$ cat src/hdl/ricf_pkg.sv
// shared constants for the reference input change flag block
package ricf_pkg;

  // bus widths
  localparam int ADDR_W = 8;
  localparam int DATA_W = 32;
  typedef logic [ADDR_W-1:0] ricf_addr_t;
  typedef logic [DATA_W-1:0] ricf_data_t;
  typedef logic [3:0] ricf_strb_t;
  typedef logic [1:0] ricf_resp_t;

  // register indices; the byte address is four times the index
  localparam logic [5:0] IDX_TEST_CTRL = 6'h04;
  localparam logic [5:0] IDX_FLAGS_LOW = 6'h05;
  localparam logic [5:0] IDX_IRQ_EN = 6'h06;
  localparam logic [5:0] IDX_FLAGS_CLR = 6'h07;
  localparam logic [5:0] IDX_VALID_NOW = 6'h08;

  // flag byte layout
  localparam int POS_REF3 = 7;
  localparam int POS_REF2 = 3;
  localparam int POS_REF1 = 2;
  localparam logic [7:0] FLAG_MASK = 8'h8C;
  localparam logic [7:0] FLAGS_LOW_RESET = 8'hFF;
  localparam logic [7:0] UNUSED_READ = 8'h73;

  // number of reference inputs watched
  localparam int NUM_REF = 3;
  localparam logic [NUM_REF-1:0] FLAG_RESET = 3'h7;
  localparam logic [NUM_REF-1:0] IRQ_EN_RESET = 3'h0;

  // test control register
  localparam logic [1:0] TEST_CTRL_RESET = 2'h0;

  // response codes
  localparam ricf_resp_t RESP_OKAY = 2'h0;
  localparam ricf_resp_t RESP_SLVERR = 2'h2;

endpackage : ricf_pkg

$ cat src/hdl/ricf_chg.sv
// pulses for one cycle when a level toggles in either direction
module ricf_chg #(
  parameter int WIDTH = 3
) (
  input wire logic aclk,
  input wire logic aresetn,
  input wire logic ce,
  input wire logic [WIDTH-1:0] level_in,
  output logic [WIDTH-1:0] change_pulse
);
  import ricf_pkg::*;

  // samples to skip after reset: the synchroniser shows its reset zeros for two of them
  localparam logic [1:0] SETTLED = 2'h3;

  // whole state of the change detector
  typedef struct packed {
    logic [1:0] settle_cnt;     // samples taken since reset, saturating
    logic [WIDTH-1:0] prev;     // level seen at the previous sample
    logic [WIDTH-1:0] pulse;    // one-cycle change pulses
  } ricf_chg_state_t;

  ricf_chg_state_t st;
  ricf_chg_state_t next_st;

  // compare against the previous level only once both sides hold real pin levels,
  // so a high input at reset release does not look like a change
  always_comb begin
    next_st = st;
    next_st.prev = level_in;
    if (st.settle_cnt != SETTLED) begin
      // still priming
      next_st.settle_cnt = st.settle_cnt + 2'h1;
    end
    next_st.pulse = (st.settle_cnt == SETTLED) ? (level_in ^ st.prev) : '0;
  end

  // register the state, frozen while ce is low
  always_ff @(posedge aclk) begin
    if (!aresetn) begin
      st <= '0;
    end else if (ce) begin
      st <= next_st;
    end
  end

  assign change_pulse = st.pulse;

endmodule // ricf_chg

$ cat src/hdl/ricf_sync.sv
// two flip-flop synchroniser for a group of level inputs
module ricf_sync #(
  parameter int WIDTH = 3
) (
  input wire logic aclk,
  input wire logic aresetn,
  input wire logic ce,
  input wire logic [WIDTH-1:0] async_in,
  output logic [WIDTH-1:0] sync_out
);
  import ricf_pkg::*;

  // whole state of the synchroniser
  typedef struct packed {
    logic [WIDTH-1:0] meta;
    logic [WIDTH-1:0] stable;
  } ricf_sync_state_t;

  ricf_sync_state_t st;
  ricf_sync_state_t next_st;

  // first stage is read only by the second stage
  always_comb begin
    next_st = st;
    next_st.meta = async_in;
    next_st.stable = st.meta;
  end

  // register the state, frozen while ce is low
  always_ff @(posedge aclk) begin
    if (!aresetn) begin
      st <= '0;
    end else if (ce) begin
      st <= next_st;
    end
  end

  assign sync_out = st.stable;

endmodule // ricf_sync

$ cat src/hdl/ricf_top.sv
// Register access over AXI4-Lite is this design's own decision.
module ricf_top (
  input wire logic aclk,
  input wire logic aresetn,
  input wire logic ce,
  // validity levels of the three reference inputs, bit 0 is input one
  input wire logic [2:0] ref_valid,
  // write address channel
  input wire logic awvalid,
  output logic awready,
  input wire ricf_pkg::ricf_addr_t awaddr,
  input wire logic [2:0] awprot,
  // write data channel
  input wire logic wvalid,
  output logic wready,
  input wire ricf_pkg::ricf_data_t wdata,
  input wire ricf_pkg::ricf_strb_t wstrb,
  // write response channel
  output logic bvalid,
  input wire logic bready,
  output ricf_pkg::ricf_resp_t bresp,
  // read address channel
  input wire logic arvalid,
  output logic arready,
  input wire ricf_pkg::ricf_addr_t araddr,
  input wire logic [2:0] arprot,
  // read data channel
  output logic rvalid,
  input wire logic rready,
  output ricf_pkg::ricf_data_t rdata,
  output ricf_pkg::ricf_resp_t rresp,
  // level interrupt, high while an enabled flag is set
  output logic irq
);
  import ricf_pkg::*;

  // whole state of the block
  typedef struct packed {
    logic aw_full;           // write address held
    ricf_addr_t aw_addr;     // held write address
    logic w_full;            // write data held
    ricf_data_t w_data;      // held write data
    ricf_strb_t w_strb;      // held byte enables
    logic awready;           // registered ready for addresses
    logic wready;            // registered ready for data
    logic bvalid;            // write response pending
    ricf_resp_t bresp;       // write response code
    logic arready;           // registered ready for read addresses
    logic rvalid;            // read data pending
    ricf_data_t rdata;       // read data
    ricf_resp_t rresp;       // read response code
    logic [NUM_REF-1:0] flags;   // latched change flags, input one first
    logic [NUM_REF-1:0] irq_en;  // interrupt enables, same order
    logic [1:0] test_ctrl;   // test control bits, no effect on logic
    logic irq;               // registered interrupt line
  } ricf_state_t;

  ricf_state_t st;
  ricf_state_t next_st;

  // synchronised validity levels
  logic [NUM_REF-1:0] valid_sync;
  // one-cycle pulses on each validity change
  logic [NUM_REF-1:0] valid_change;

  // map a byte address to a register index; flags misaligned addresses
  function automatic logic [6:0] decode_addr(input ricf_addr_t addr);
    logic [6:0] res;
    res = {1'b0, addr[7:2]};
    if (addr[1:0] != 2'h0) begin
      res[6] = 1'b1;
    end
    return res;
  endfunction

  // place the three flags at their byte positions
  function automatic logic [7:0] spread_flags(input logic [NUM_REF-1:0] f);
    logic [7:0] res;
    res = 8'h00;
    res[POS_REF1] = f[0];
    res[POS_REF2] = f[1];
    res[POS_REF3] = f[2];
    return res;
  endfunction

  // gather the three flag positions out of a written byte
  function automatic logic [NUM_REF-1:0] gather_flags(input logic [7:0] b);
    return {b[POS_REF3], b[POS_REF2], b[POS_REF1]};
  endfunction

  // validity levels come from outside this clock domain
  ricf_sync #(
    .WIDTH(NUM_REF)
  ) u_sync (
    .aclk(aclk),
    .aresetn(aresetn),
    .ce(ce),
    .async_in(ref_valid),
    .sync_out(valid_sync)
  );

  // detect changes in either direction
  ricf_chg #(
    .WIDTH(NUM_REF)
  ) u_chg (
    .aclk(aclk),
    .aresetn(aresetn),
    .ce(ce),
    .level_in(valid_sync),
    .change_pulse(valid_change)
  );

  // next-state logic for the bus slave, flags and interrupt
  always_comb begin
    logic [6:0] widx;
    logic [6:0] ridx;
    logic [NUM_REF-1:0] clr;
    logic do_write;
    logic wr_lane0;
    widx = 7'h00;
    ridx = 7'h00;
    clr = '0;
    do_write = 1'b0;
    wr_lane0 = 1'b0;
    next_st = st;

    // take a write address when offered and ready
    if (awvalid && st.awready) begin
      next_st.aw_full = 1'b1;
      next_st.aw_addr = awaddr;
    end

    // take write data when offered and ready, in either order
    if (wvalid && st.wready) begin
      next_st.w_full = 1'b1;
      next_st.w_data = wdata;
      next_st.w_strb = wstrb;
    end

    // retire a taken write response
    if (st.bvalid && bready) begin
      next_st.bvalid = 1'b0;
    end

    // perform the write once address and data are both held and no write response is pending
    if (st.aw_full && st.w_full && !st.bvalid) begin
      do_write = 1'b1;
      widx = decode_addr(st.aw_addr);
      wr_lane0 = st.w_strb[0];
      next_st.aw_full = 1'b0;
      next_st.w_full = 1'b0;
      next_st.bvalid = 1'b1;
      next_st.bresp = RESP_OKAY;
      unique case (widx)
        {1'b0, IDX_TEST_CTRL}: begin
          // test bits kept as written
          if (wr_lane0) begin
            next_st.test_ctrl = st.w_data[1:0];
          end
        end
        {1'b0, IDX_FLAGS_LOW}, {1'b0, IDX_FLAGS_CLR}: begin
          if (wr_lane0) begin
            clr = gather_flags(st.w_data[7:0]);
          end
        end
        {1'b0, IDX_IRQ_EN}: begin
          // enables share the flag layout
          if (wr_lane0) begin
            next_st.irq_en = gather_flags(st.w_data[7:0]);
          end
        end
        {1'b0, IDX_VALID_NOW}: begin
          // read-only register, write ignored
          next_st.bresp = RESP_OKAY;
        end
        default: begin
          // unmapped or misaligned address
          next_st.bresp = RESP_SLVERR;
        end
      endcase
    end

    // retire a taken read response
    if (st.rvalid && rready) begin
      next_st.rvalid = 1'b0;
    end

    // answer a read address one cycle after it is taken
    if (arvalid && st.arready) begin
      ridx = decode_addr(araddr);
      next_st.rvalid = 1'b1;
      next_st.rresp = RESP_OKAY;
      next_st.rdata = '0;
      unique case (ridx)
        {1'b0, IDX_TEST_CTRL}: begin
          // test control bits read back
          next_st.rdata[1:0] = st.test_ctrl;
        end
        {1'b0, IDX_FLAGS_LOW}: begin
          next_st.rdata[7:0] = spread_flags(st.flags) | UNUSED_READ;
        end
        {1'b0, IDX_IRQ_EN}: begin
          // enable register readback
          next_st.rdata[7:0] = spread_flags(st.irq_en);
        end
        {1'b0, IDX_FLAGS_CLR}: begin
          // write-only register reads zero
          next_st.rdata = '0;
        end
        {1'b0, IDX_VALID_NOW}: begin
          // present validity of each input
          next_st.rdata[7:0] = spread_flags(valid_sync);
        end
        default: begin
          // unmapped or misaligned address
          next_st.rresp = RESP_SLVERR;
        end
      endcase
    end

    // flag update: a change in the clearing cycle keeps the flag set
    // reference three, two and one flags
    next_st.flags[2] = (st.flags[2] & ~clr[2]) | valid_change[2];
    next_st.flags[1] = (st.flags[1] & ~clr[1]) | valid_change[1];
    next_st.flags[0] = (st.flags[0] & ~clr[0]) | valid_change[0];

    next_st.irq = |(next_st.flags & next_st.irq_en);

    // readies follow the holding state, so they come from flip-flops
    next_st.awready = !next_st.aw_full;
    next_st.wready = !next_st.w_full;
    next_st.arready = !next_st.rvalid;

    // the write flag is only informative here
    if (!do_write) begin
      next_st.bresp = next_st.bresp;
    end
  end

  // register the state, frozen while ce is low
  always_ff @(posedge aclk) begin
    if (!aresetn) begin
      st <= '0;
      st.flags <= FLAG_RESET;
      st.irq_en <= IRQ_EN_RESET;
      st.test_ctrl <= TEST_CTRL_RESET;
      st.awready <= 1'b1;
      st.wready <= 1'b1;
      st.arready <= 1'b1;
      st.bresp <= RESP_OKAY;
      st.rresp <= RESP_OKAY;
    end else if (ce) begin
      st <= next_st;
    end
  end

  // outputs straight from the state register
  assign awready = st.awready;
  assign wready = st.wready;
  assign bvalid = st.bvalid;
  assign bresp = st.bresp;
  assign arready = st.arready;
  assign rvalid = st.rvalid;
  assign rdata = st.rdata;
  assign rresp = st.rresp;
  assign irq = st.irq;

endmodule // ricf_top

$ cat config.mk
export PLATFORM = sky130hd
export DESIGN_NAME = ricf_top
export DESIGN_NICKNAME = d
export VERILOG_FILES = /design/src/hdl/ricf_pkg.sv /design/src/hdl/ricf_chg.sv /design/src/hdl/ricf_sync.sv /design/src/hdl/ricf_top.sv
export SDC_FILE = /design/constraint.sdc
export NUM_CORES = 1
export LEC_CHECK = 0
export BUFFER_PORTS_ARGS = -buffer_cell sky130_fd_sc_hd__buf_2
export CAP_MARGIN = 10
export CORE_ASPECT_RATIO = 0.6
export CORE_UTILIZATION = 43
export DETAILED_ROUTE_END_ITERATION = 8
export PLACE_DENSITY = 0.74
export SETUP_SLACK_MARGIN = 0.1
export SLEW_MARGIN = 20
export SYNTH_ARGS = -nofsm -noshare
export SYNTH_HDL_FRONTEND = slang
export SYNTH_HIERARCHICAL = 1
export SYNTH_SLANG_ARGS = --single-unit
$ cat constraint.sdc
create_clock -name aclk -period 2 [get_ports aclk]
set_input_delay 0.4 -clock aclk [delete_from_list [all_inputs] [get_ports aclk]]
set_output_delay 0.4 -clock aclk [all_outputs]
set_load 0.05 [all_outputs]
# --- After elaboration in Yosys (flattened, before gate mapping) ---
# Cells that the tools add are included.
# Widths: inputs -> output; s select.
op_classes:
  n_addsub: 1
  mux: 25
  bitwise_logic: 11
  eq_ne: 12
  reduce_logical: 25
ops:
  columns: ["op", "n"]
  rows:
  - ["$eq 7x3->1 const B", 8]
  - ["$mux 37", 1]
  - ["$mux 35", 1]
  - ["$mux 3", 7]
  - ["$pmux 6 s3", 1]
  - ["$eq 7x4->1 const B", 2]
  - ["$reduce_and 2->1", 6]
  - ["$reduce_or 5->1", 2]
  - ["$mux 9", 1]
  - ["$mux 1", 8]
  - ["$mux 2", 4]
  - ["$logic_and 1x1->1", 7]
  - ["$reduce_bool 2->1", 3]
  - ["$mux 5", 1]
  - ["$logic_not 1->1", 4]
  - ["$pmux 2 s2", 1]
  - ["$reduce_and 4->1", 1]
  - ["$and 1x1->1", 3]
  - ["$and 3x3->3", 1]
  - ["$not 1->1", 3]
  - ["$or 1x1->1", 3]
  - ["$reduce_or 3->1", 1]
  - ["$xor 3x3->3", 1]
  - ["$add 2x1->2 const B", 1]
  - ["3 further kinds", 3]
totals:
  output_inout_bits: 42
  elab_cells: 96
  in_bits: 69
  ff_bits: 86

# --- Longest topological paths before layout ---
# Gate-level depths: netlist (run 1).
depth:
  depth_word: 12
  ltp_mapped: 6

# --- Modules after synthesis ---
# Netlist (run 1), hierarchy kept.
modules_own_cells:
  columns: ["module", "cells_each", "area_each_um2", "n_inst", "seq_area_each_um2"]
  rows:
  - ["ricf_top", 247, 2059.5, 1, 760.7]
  - ["ricf_chg", 34, 369.1, 1, 160.2]
  - ["ricf_sync", 19, 229.0, 1, 120.1]

# --- Least setup slack after synthesis (run 1) ---
# No wires, ideal clock.
synth_path:
  path_kind: "register to register"
  from: "register st[94] (netlist name)"
  to: "register st, in the netlist irq"
  n_path_buf: 0
  period_less_slack_ns: 1.910
  arrival_time_ns: 1.779
  stages_incl_launch_ff: 6
  path_slack_ns: 0.090
  cell_sequence: "dfxtp_1 > or4_4 > nor4_4 > mux2_2 > o2111ai_1 > o211ai_1"
synth_between:
  elab_chain_cells: 9
  word_cells_on_any_way: 19
  cone_classes: "3 x eq/ne; 4 x mux; 10 x bitwise; 2 x reduce/logical"
synth_rtl:
  columns: ["element", "line_no", "source"]
  rows:
  - ["start: declaration", "ricf_top.sv:58", "ricf_state_t st;"]
  - ["start signal: assignment", "ricf_top.sv:253", "st <= next_st;"]
  - ["$eq 7x3->1", "ricf_top.sv:154", "unique case (widx)"]
  - ["$reduce_or 2->1", null, null]
  - ["$mux 3", "ricf_top.sv:154", null]
  - ["$mux 3", "ricf_top.sv:146", "if (st.aw_full && st.w_full && !st.bvalid) begin"]
  - ["$not 1->1, on equally long branches", "ricf_top.sv:225, ricf_top.sv:223, ricf_top.sv:224", null]
  - ["$and 1x1->1, on equally long branches", "ricf_top.sv:225, ricf_top.sv:223, ricf_top.sv:224", null]
  - ["$or 1x1->1, on equally long branches", "ricf_top.sv:225, ricf_top.sv:223, ricf_top.sv:224", null]
  - ["$and 3x3->3 *", "ricf_top.sv:227", "next_st.irq = |(next_st.flags & next_st.irq_en);"]
  - ["$reduce_or 3->1 *", "ricf_top.sv:227", null]
# Mark *: on every way between the ends. The rest lies on a longest branch, timed or not.
# A chain may end at the register's enable or synchronous reset.

# --- Worst setup path in the final report (run 1) ---
layout_path:
  from: "register st[88] (netlist name)"
  to: "register st, in the netlist irq"
layout_between:
  elab_chain_cells: 12
  word_cells_on_any_way: 22
  cone_classes: "3 x eq/ne; 6 x mux; 10 x bitwise; 3 x reduce/logical"
layout_rtl:
  columns: ["element", "line_no", "source"]
  rows:
  - ["$reduce_bool 2->1 *", "ricf_top.sv:70", "if (addr[1:0] != 2'h0) begin"]
  - ["$mux 1 *", "ricf_top.sv:70", null]
  - ["$mux 1 *", "ricf_top.sv:146", null]
  - ["$eq 7x3->1", "ricf_top.sv:154", null]
  - ["$reduce_or 2->1", null, null]
  - ["$mux 3", "ricf_top.sv:154", null]
  - ["$mux 3", "ricf_top.sv:146", null]
  - ["$not 1->1, on equally long branches", "ricf_top.sv:225, ricf_top.sv:223, ricf_top.sv:224", null]
  - ["$and 1x1->1, on equally long branches", "ricf_top.sv:225, ricf_top.sv:223, ricf_top.sv:224", null]
  - ["$or 1x1->1, on equally long branches", "ricf_top.sv:225, ricf_top.sv:223, ricf_top.sv:224", null]
  - ["$and 3x3->3 *", "ricf_top.sv:227", null]
  - ["$reduce_or 3->1 *", "ricf_top.sv:227", null]
# Mark *: on every way between the ends. The rest lies on a longest branch, timed or not. The select of a mux whose other input is x is not followed.

==> out/qor.txt, run 1 <==
Peak VDD IR = 0.279 mV
Hpwl dp = 3690 µm
Total global routing overflow = 0
Hold_sp = awaddr[3]
First-pass GRT wire length = 7980 µm
Cell area after synthesis = 2660 µm²
Syn avg cell area = 8.86 µm²
Drt total wl = 5020 µm
ANT cells = 0
R2r setup slk = 0.13 ns
CP Launch Type = flop
Dominant synthesized flop cell = dfxtp_1
Cell count after synthesis = 300
Critical Path RT = 2.18 ns
Post-Synth Simple-Gate Area = 24.0%
Endpoints failing hold = 0
Pleak = 1.30 nW
Clk sinks = 52
Pwr/cell area = 699 nW/µm²
Nets = 409
Hold Path Depth = 3
Placed cells = 410
Total GRT Usage = 16.0%
Type of the most critical hold path = primary input to flop
Tightest hold margin = 0.342 ns
Post-place setup slack = -0.0384 ns
Slew Limit Fails = 0
Number of port buffers = 48
Chip height = 62.9 µm
I/O pins = 111
R2r startpoint = st[88]
Largest net degree at the start of global routing = 30
Mux cell area share after synthesis = 8.43%
Largest family of logic cells by synthesized area = simple AND/OR/NAND/NOR gates
Routed Antenna Nets = 0
Setup Skew = 0.00373 ns
First-pass DRT Iterations = 4
Post-synth EDFFs = 0
R2R cell count = 6
Sequential area share after synthesis = 39.2%
Clock Pin Slew Worst Setup and Hold Paths = 0.08 ns
Post-DR wirelength/cell = 12.0 µm
Initial antenna violation count = 0
Yosys warns = 6
Sum Neg Setup Slack = 0 ns
Fin crit share = 93.5%
Die ar. = 6510 µm²
# rows = 21
Worst setup EP type = flop
Clk_lat worst skew = 0.30 ns
Yosys reg bits = 52
Root Buffer = clkbuf_8
WHS Endpoint = st[90]
Vias in the first global route = 1695
DR iter-0 viols = 95
H-tree lvl count = 2
Initial core utilization = 46.2%
TritonCTS Buffers = 5
Final Wtd Congestion = 0.849
# setup viols final = 0
P&R area growth vs syn = 11.5%
Via-to-Cell Ratio = 4.81
Setup ws final = 0.130 ns
Worst Path Arrival = 2.05 ns
Finished Cell Area = 2960 µm²
Max-cap viol count = 0
Min cycle time layout = 1.87 ns
Width of the die = 103 µm
DRC viols = 0
Compound-gate portion of the synthesized area = 12.1%
Share of cells above drive strength 1 = 24.8%
Hold bufs inserted after CTS = 0
Synth cell types = 48
DP Area = 2810 µm²
Reg2reg end = irq
Core Box Area = 5750 µm²
Fin cells = 419
Kind of critical path = flop to flop
CTS Buffer Depth = 2
Crit Path Max Fanout = 4
CTS tree = built
Xor-xnor portion of the synthesized cell area = 1.32%
RSZ-0062 raised after global routing = true
Max Fclk = 0.535 GHz
Async set-reset flop share out of synthesis = 0%
Status = complete, no violations
Post-Synth Adder-Cell Area = 0.471%
Routed vias = 2016
## cells by family after synthesis
kind of cell,after synthesis
flops,52
xor+xnor,4
compound gates,48
simple gates,114
other cells,1
mux,22
fa+ha+maj,1
buf+inv,58
## Yosys cell counts (all sizes together) (3+ instances only)
cell    number  share of area [%]
dfxtp       52                 39
buf         45                 13
nand2       42                5.9
nor2b       21                5.2
mux2i       19                7.2
o21ai       16                3.0
a21boi      13                3.7
nand3       11                2.1
clkbuf       7               0.99
nor2         7               0.99
a21oi        6                1.1
and2         6                1.4
inv          6               0.85
nand3b       6                1.7
nor3         4               0.94
nor4         4                1.7
a222oi       3                1.1
mux2         3                1.3
nand2b       3               0.71
xnor2        3               0.99
## how the worst max path moves through the flow
| stage | depth (start not counted) | startpoint | slack (ns) | endpoint |
|---|---|---|---|---|
| final | 6 | st[88] | 0.13 | irq |
| after global routing | 6 | st[88] | 0.08 | irq |
| after CTS | 6 | st[87] | 0.09 | irq |
| after detailed placement | 7 | araddr[7] | -0.04 | rdata[2] |
| after global placement | 7 | araddr[7] | 0.03 | rdata[3] |
| after floorplan | 6 | araddr[7] | 0.13 | rdata[2] |
## final cells by class
type / instances / area [µm²]
inverters: 6 / 22.5
flip-flops and latches: 52 / 1040
well taps: 80 / 100
fillers: 558 / 2790
repair buffers: 59 / 335
multi-input cells: 215 / 1360
clock buffers: 7 / 96.3
## state kept, by name, summed over array words and instances (netlist names), 3 cells and up
name / cells
st: 24
rdata: 6
u_chg/st: 5
u_chg/change_pulse: 3
u_sync/next_st: 3
u_sync/sync_out: 3
## where the power goes
group          switching, W  leakage, nW  internal [W]
combinational      0.000240        0.828      0.000104
clock              0.000320       0.0503      0.000309
sequential        0.0000283        0.425       0.00107
total              0.000588         1.30       0.00148
## timing repair
action / in CTS / in global routing
endpoints found under the setup margin: 1 / 3
gates resized for setup: 7 / 2
buffers inserted: 2 / 0
pin swaps: 3 / 3
## per-stage QoR
stage,util [%],power [W]
floorplan,-,0.00142
global placement,48.9,0.00145
detailed placement,48.9,0.00146
CTS,51.4,0.00209
global route,51.5,0.00217
finish,51.5,0.00207
## cell usage in the layout, fill, tap and decap left out, types with 2 or more instances in the layout
cell,netlist,layout
a21boi_0,13,13
a21oi_1,6,6
a222oi_1,3,3
a31oi_1,2,2
a41o_1,2,2
and2_1,6,6
buf_2,3,48
buf_4,39,10
clkbuf_8,0,7
conb_1,1,26
dfxtp_1,52,49
dfxtp_2,0,3
inv_1,6,6
mux2_4,0,3
mux2i_1,19,19
nand2_1,42,42
nand2b_1,3,3
nand3_1,11,11
nand3b_1,6,6
nor2_1,7,7
nor2b_1,20,20
nor3_1,3,3
nor4_1,2,2
o2111ai_2,0,2
o21ai_0,16,16
xnor2_1,3,3
## layer usage
metal / vias up / GRT usage (%) / wire length (µm)
met3: 5 / 4.59 / 330
li1: 1036 / - / -
met4: 0 / 4.23 / 40
met2: 51 / 23.1 / 2140
met1: 924 / 22.9 / 2510
met5: - / 0 / 0
## worst max-delay path: stages, from the launching register on
cell and delay, ns:
dfxtp_2 0.33, or4_4 0.57, nor4_4 0.15, buf_4 0.18, mux2_4 0.31, o2111ai_2 0.09
o211ai_1 0.12
Note: power is estimated with default switching activity, not from simulation.
==> inputs of run 2 (changes only) <==
Settings changed: CORE_ASPECT_RATIO 0.6 to 2.
==> out/qor.txt, run 2 (same netlist as run 1, synthesis figures left out) <==
Status = finished, violations left (was complete, no violations)
Failing checks = DRC
Post-DR wirelength/cell = 12.4 µm (was 12.0 µm)
Largest net degree at the start of global routing = 30 (unchanged)
Clk_lat worst skew = 0.29 ns (was 0.30 ns)
Max Fclk = 0.530 GHz (was 0.535 GHz)
Setup Skew = 0.00674 ns (was 0.00373 ns)
Slew Limit Fails = 0 (unchanged)
I/O pins = 111 (unchanged)
Worst Path Arrival = 2.05 ns (about the same)
Tightest hold margin = 0.344 ns (was 0.342 ns)
Critical Path RT = 2.16 ns (was 2.18 ns)
CTS Buffer Depth = 2 (unchanged)
CP Launch Type = flop (unchanged)
Final Wtd Congestion = 0.810 (was 0.849)
Share of cells above drive strength 1 = 24.7% (was 24.8%)
# setup viols final = 0 (unchanged)
P&R area growth vs syn = 11.9% (was 11.5%)
Clock Pin Slew Worst Setup and Hold Paths = 0.06 ns (was 0.08 ns)
RSZ-0062 raised after global routing = true (unchanged)
DR iter-0 viols = 77 (was 95)
Layout filler cell count = 570 (was 558)
Kind of critical path = flop to flop (unchanged)
Root Buffer = clkbuf_16 (was clkbuf_8)
First-pass GRT wire length = 8340 µm (was 7980 µm)
Initial antenna violation count = 0 (unchanged)
Type of the most critical hold path = primary input to flop (unchanged)
Nets = 410 (was 409)
Sum Neg Setup Slack = 0 ns (unchanged)
Max-cap viol count = 0 (unchanged)
Crit Path Max Fanout = 4 (unchanged)
Min cycle time layout = 1.89 ns (was 1.87 ns)
Pwr/cell area = 755 nW/µm² (was 699 nW/µm²)
First-pass DRT Iterations = 9 (was 4)
Total global routing overflow = 0 (unchanged)
Fin crit share = 94.3% (was 93.5%)
Routed vias = 2037 (was 2016)
Width of the die = 57.6 µm (was 103 µm)
Routed Antenna Nets = 0 (unchanged)
DRC viols = 9 (was 0)
Vias in the first global route = 1893 (was 1695)
Clk sinks = 52 (unchanged)
Peak VDD IR = 0.509 mV (was 0.279 mV)
Largest register FFs = 24 (unchanged)
Core Box Area = 6010 µm² (was 5750 µm²)
Initial core utilization = 44.3% (was 46.2%)
Drt total wl = 5010 µm (was 5020 µm)
Via-to-Cell Ratio = 5.05 (was 4.81)
Number of port buffers = 48 (unchanged)
Worst setup EP type = flop (unchanged)
Reg with most FFs = st (unchanged)
Total GRT Usage = 16.6% (was 16.0%)
ANT cells = 0 (unchanged)
Pleak = 1.32 nW (was 1.30 nW)
Die ar. = 6520 µm² (was 6510 µm²)
TritonCTS Buffers = 5 (unchanged)
Endpoints failing hold = 0 (unchanged)
Chip height = 113 µm (was 62.9 µm)
# rows = 40 (was 21)
CTS tree = built (unchanged)
Hpwl dp = 3750 µm (was 3690 µm)
Most common cell after layout, fill and taps aside = dfxtp_1 (unchanged)
H-tree lvl count = 2 (unchanged)
Commonest cells after routing, fill and taps aside = dfxtp_1, buf_2, nand2_1 (unchanged)
## run 2: cell count changes in the layout (fill, tap and decap cells not counted)
cell and delta:
clkbuf_16 +5, clkinv_2 +1, buf_12 -1, buf_4 +2
clkbuf_1 +1, clkbuf_8 -7
## run 2: routing by layer
layer	global-route usage [%]	vias up	routed length [µm]
met5	0	-	0
met4	7.97	0	87
met3	3.77	6	221
met2	30.5	63	2730
met1	17.0	933	1960
li1	-	1035	-
## run 2: repair_timing
item / CTS / global route
pin swaps: 3 / 3
hold buffers: 0 / 0
resized for setup: 7 / 2
buffers inserted: 1 / 0
setup endpoints to repair: 1 / 1
## run 2: area by class of cell
| class | count | area, µm² | share of cell area [%] |
|---|---|---|---|
| sequential | 52 | 1040 | 35.1 |
| inverter | 6 | 22.5 | 0.757 |
| multi-input combinational | 215 | 1360 | 45.9 |
| clock buffer | 6 | 129 | 4.33 |
| clock inverter | 1 | 5.00 | 0.168 |
| tap | 63 | 78.8 | 2.65 |
| timing repair buffer | 60 | 330 | 11.1 |
## run 2: per-stage QoR
step                total power [W]  area [µm²]  util (%)  cells  setup WS (ns)
global placement            0.00145        2790      46.5    395       -0.00912
global route                0.00233        2970      49.5    403         0.0670
detailed placement          0.00146        2790      46.5    395        -0.0367
CTS                         0.00226        2970      49.4    403         0.0740
floorplan                   0.00142        2750         -    325          0.129
finish                      0.00224        2970      49.5    403          0.114
## run 2: critical path: stages, from the launching register on
cell,delay [ns]
dfxtp_2,0.32
or4_4,0.58
nor4_4,0.15
buf_4,0.19
mux2_4,0.31
o2111ai_2,0.09
o211ai_1,0.12
## run 2: path summary, 6_finish.rpt
kind	startpoint	endpoint	cells after the start	slack, ns
max	st[94]	irq	6	0.11
min	awaddr[1]	st[88]	3	0.34
max reg2reg	st[94]	irq	6	0.11
min reg2reg	st[94]	st[94]	2	0.46
## run 2: where the power goes
group / switching, W / leakage (nW) / total, W / internal [W]
Clock: 0.000351 / 0.0667 / 0.000805 / 0.000455
Combinational: 0.000239 / 0.829 / 0.000339 / 0.000100
Sequential: 0.0000278 / 0.425 / 0.00110 / 0.00107
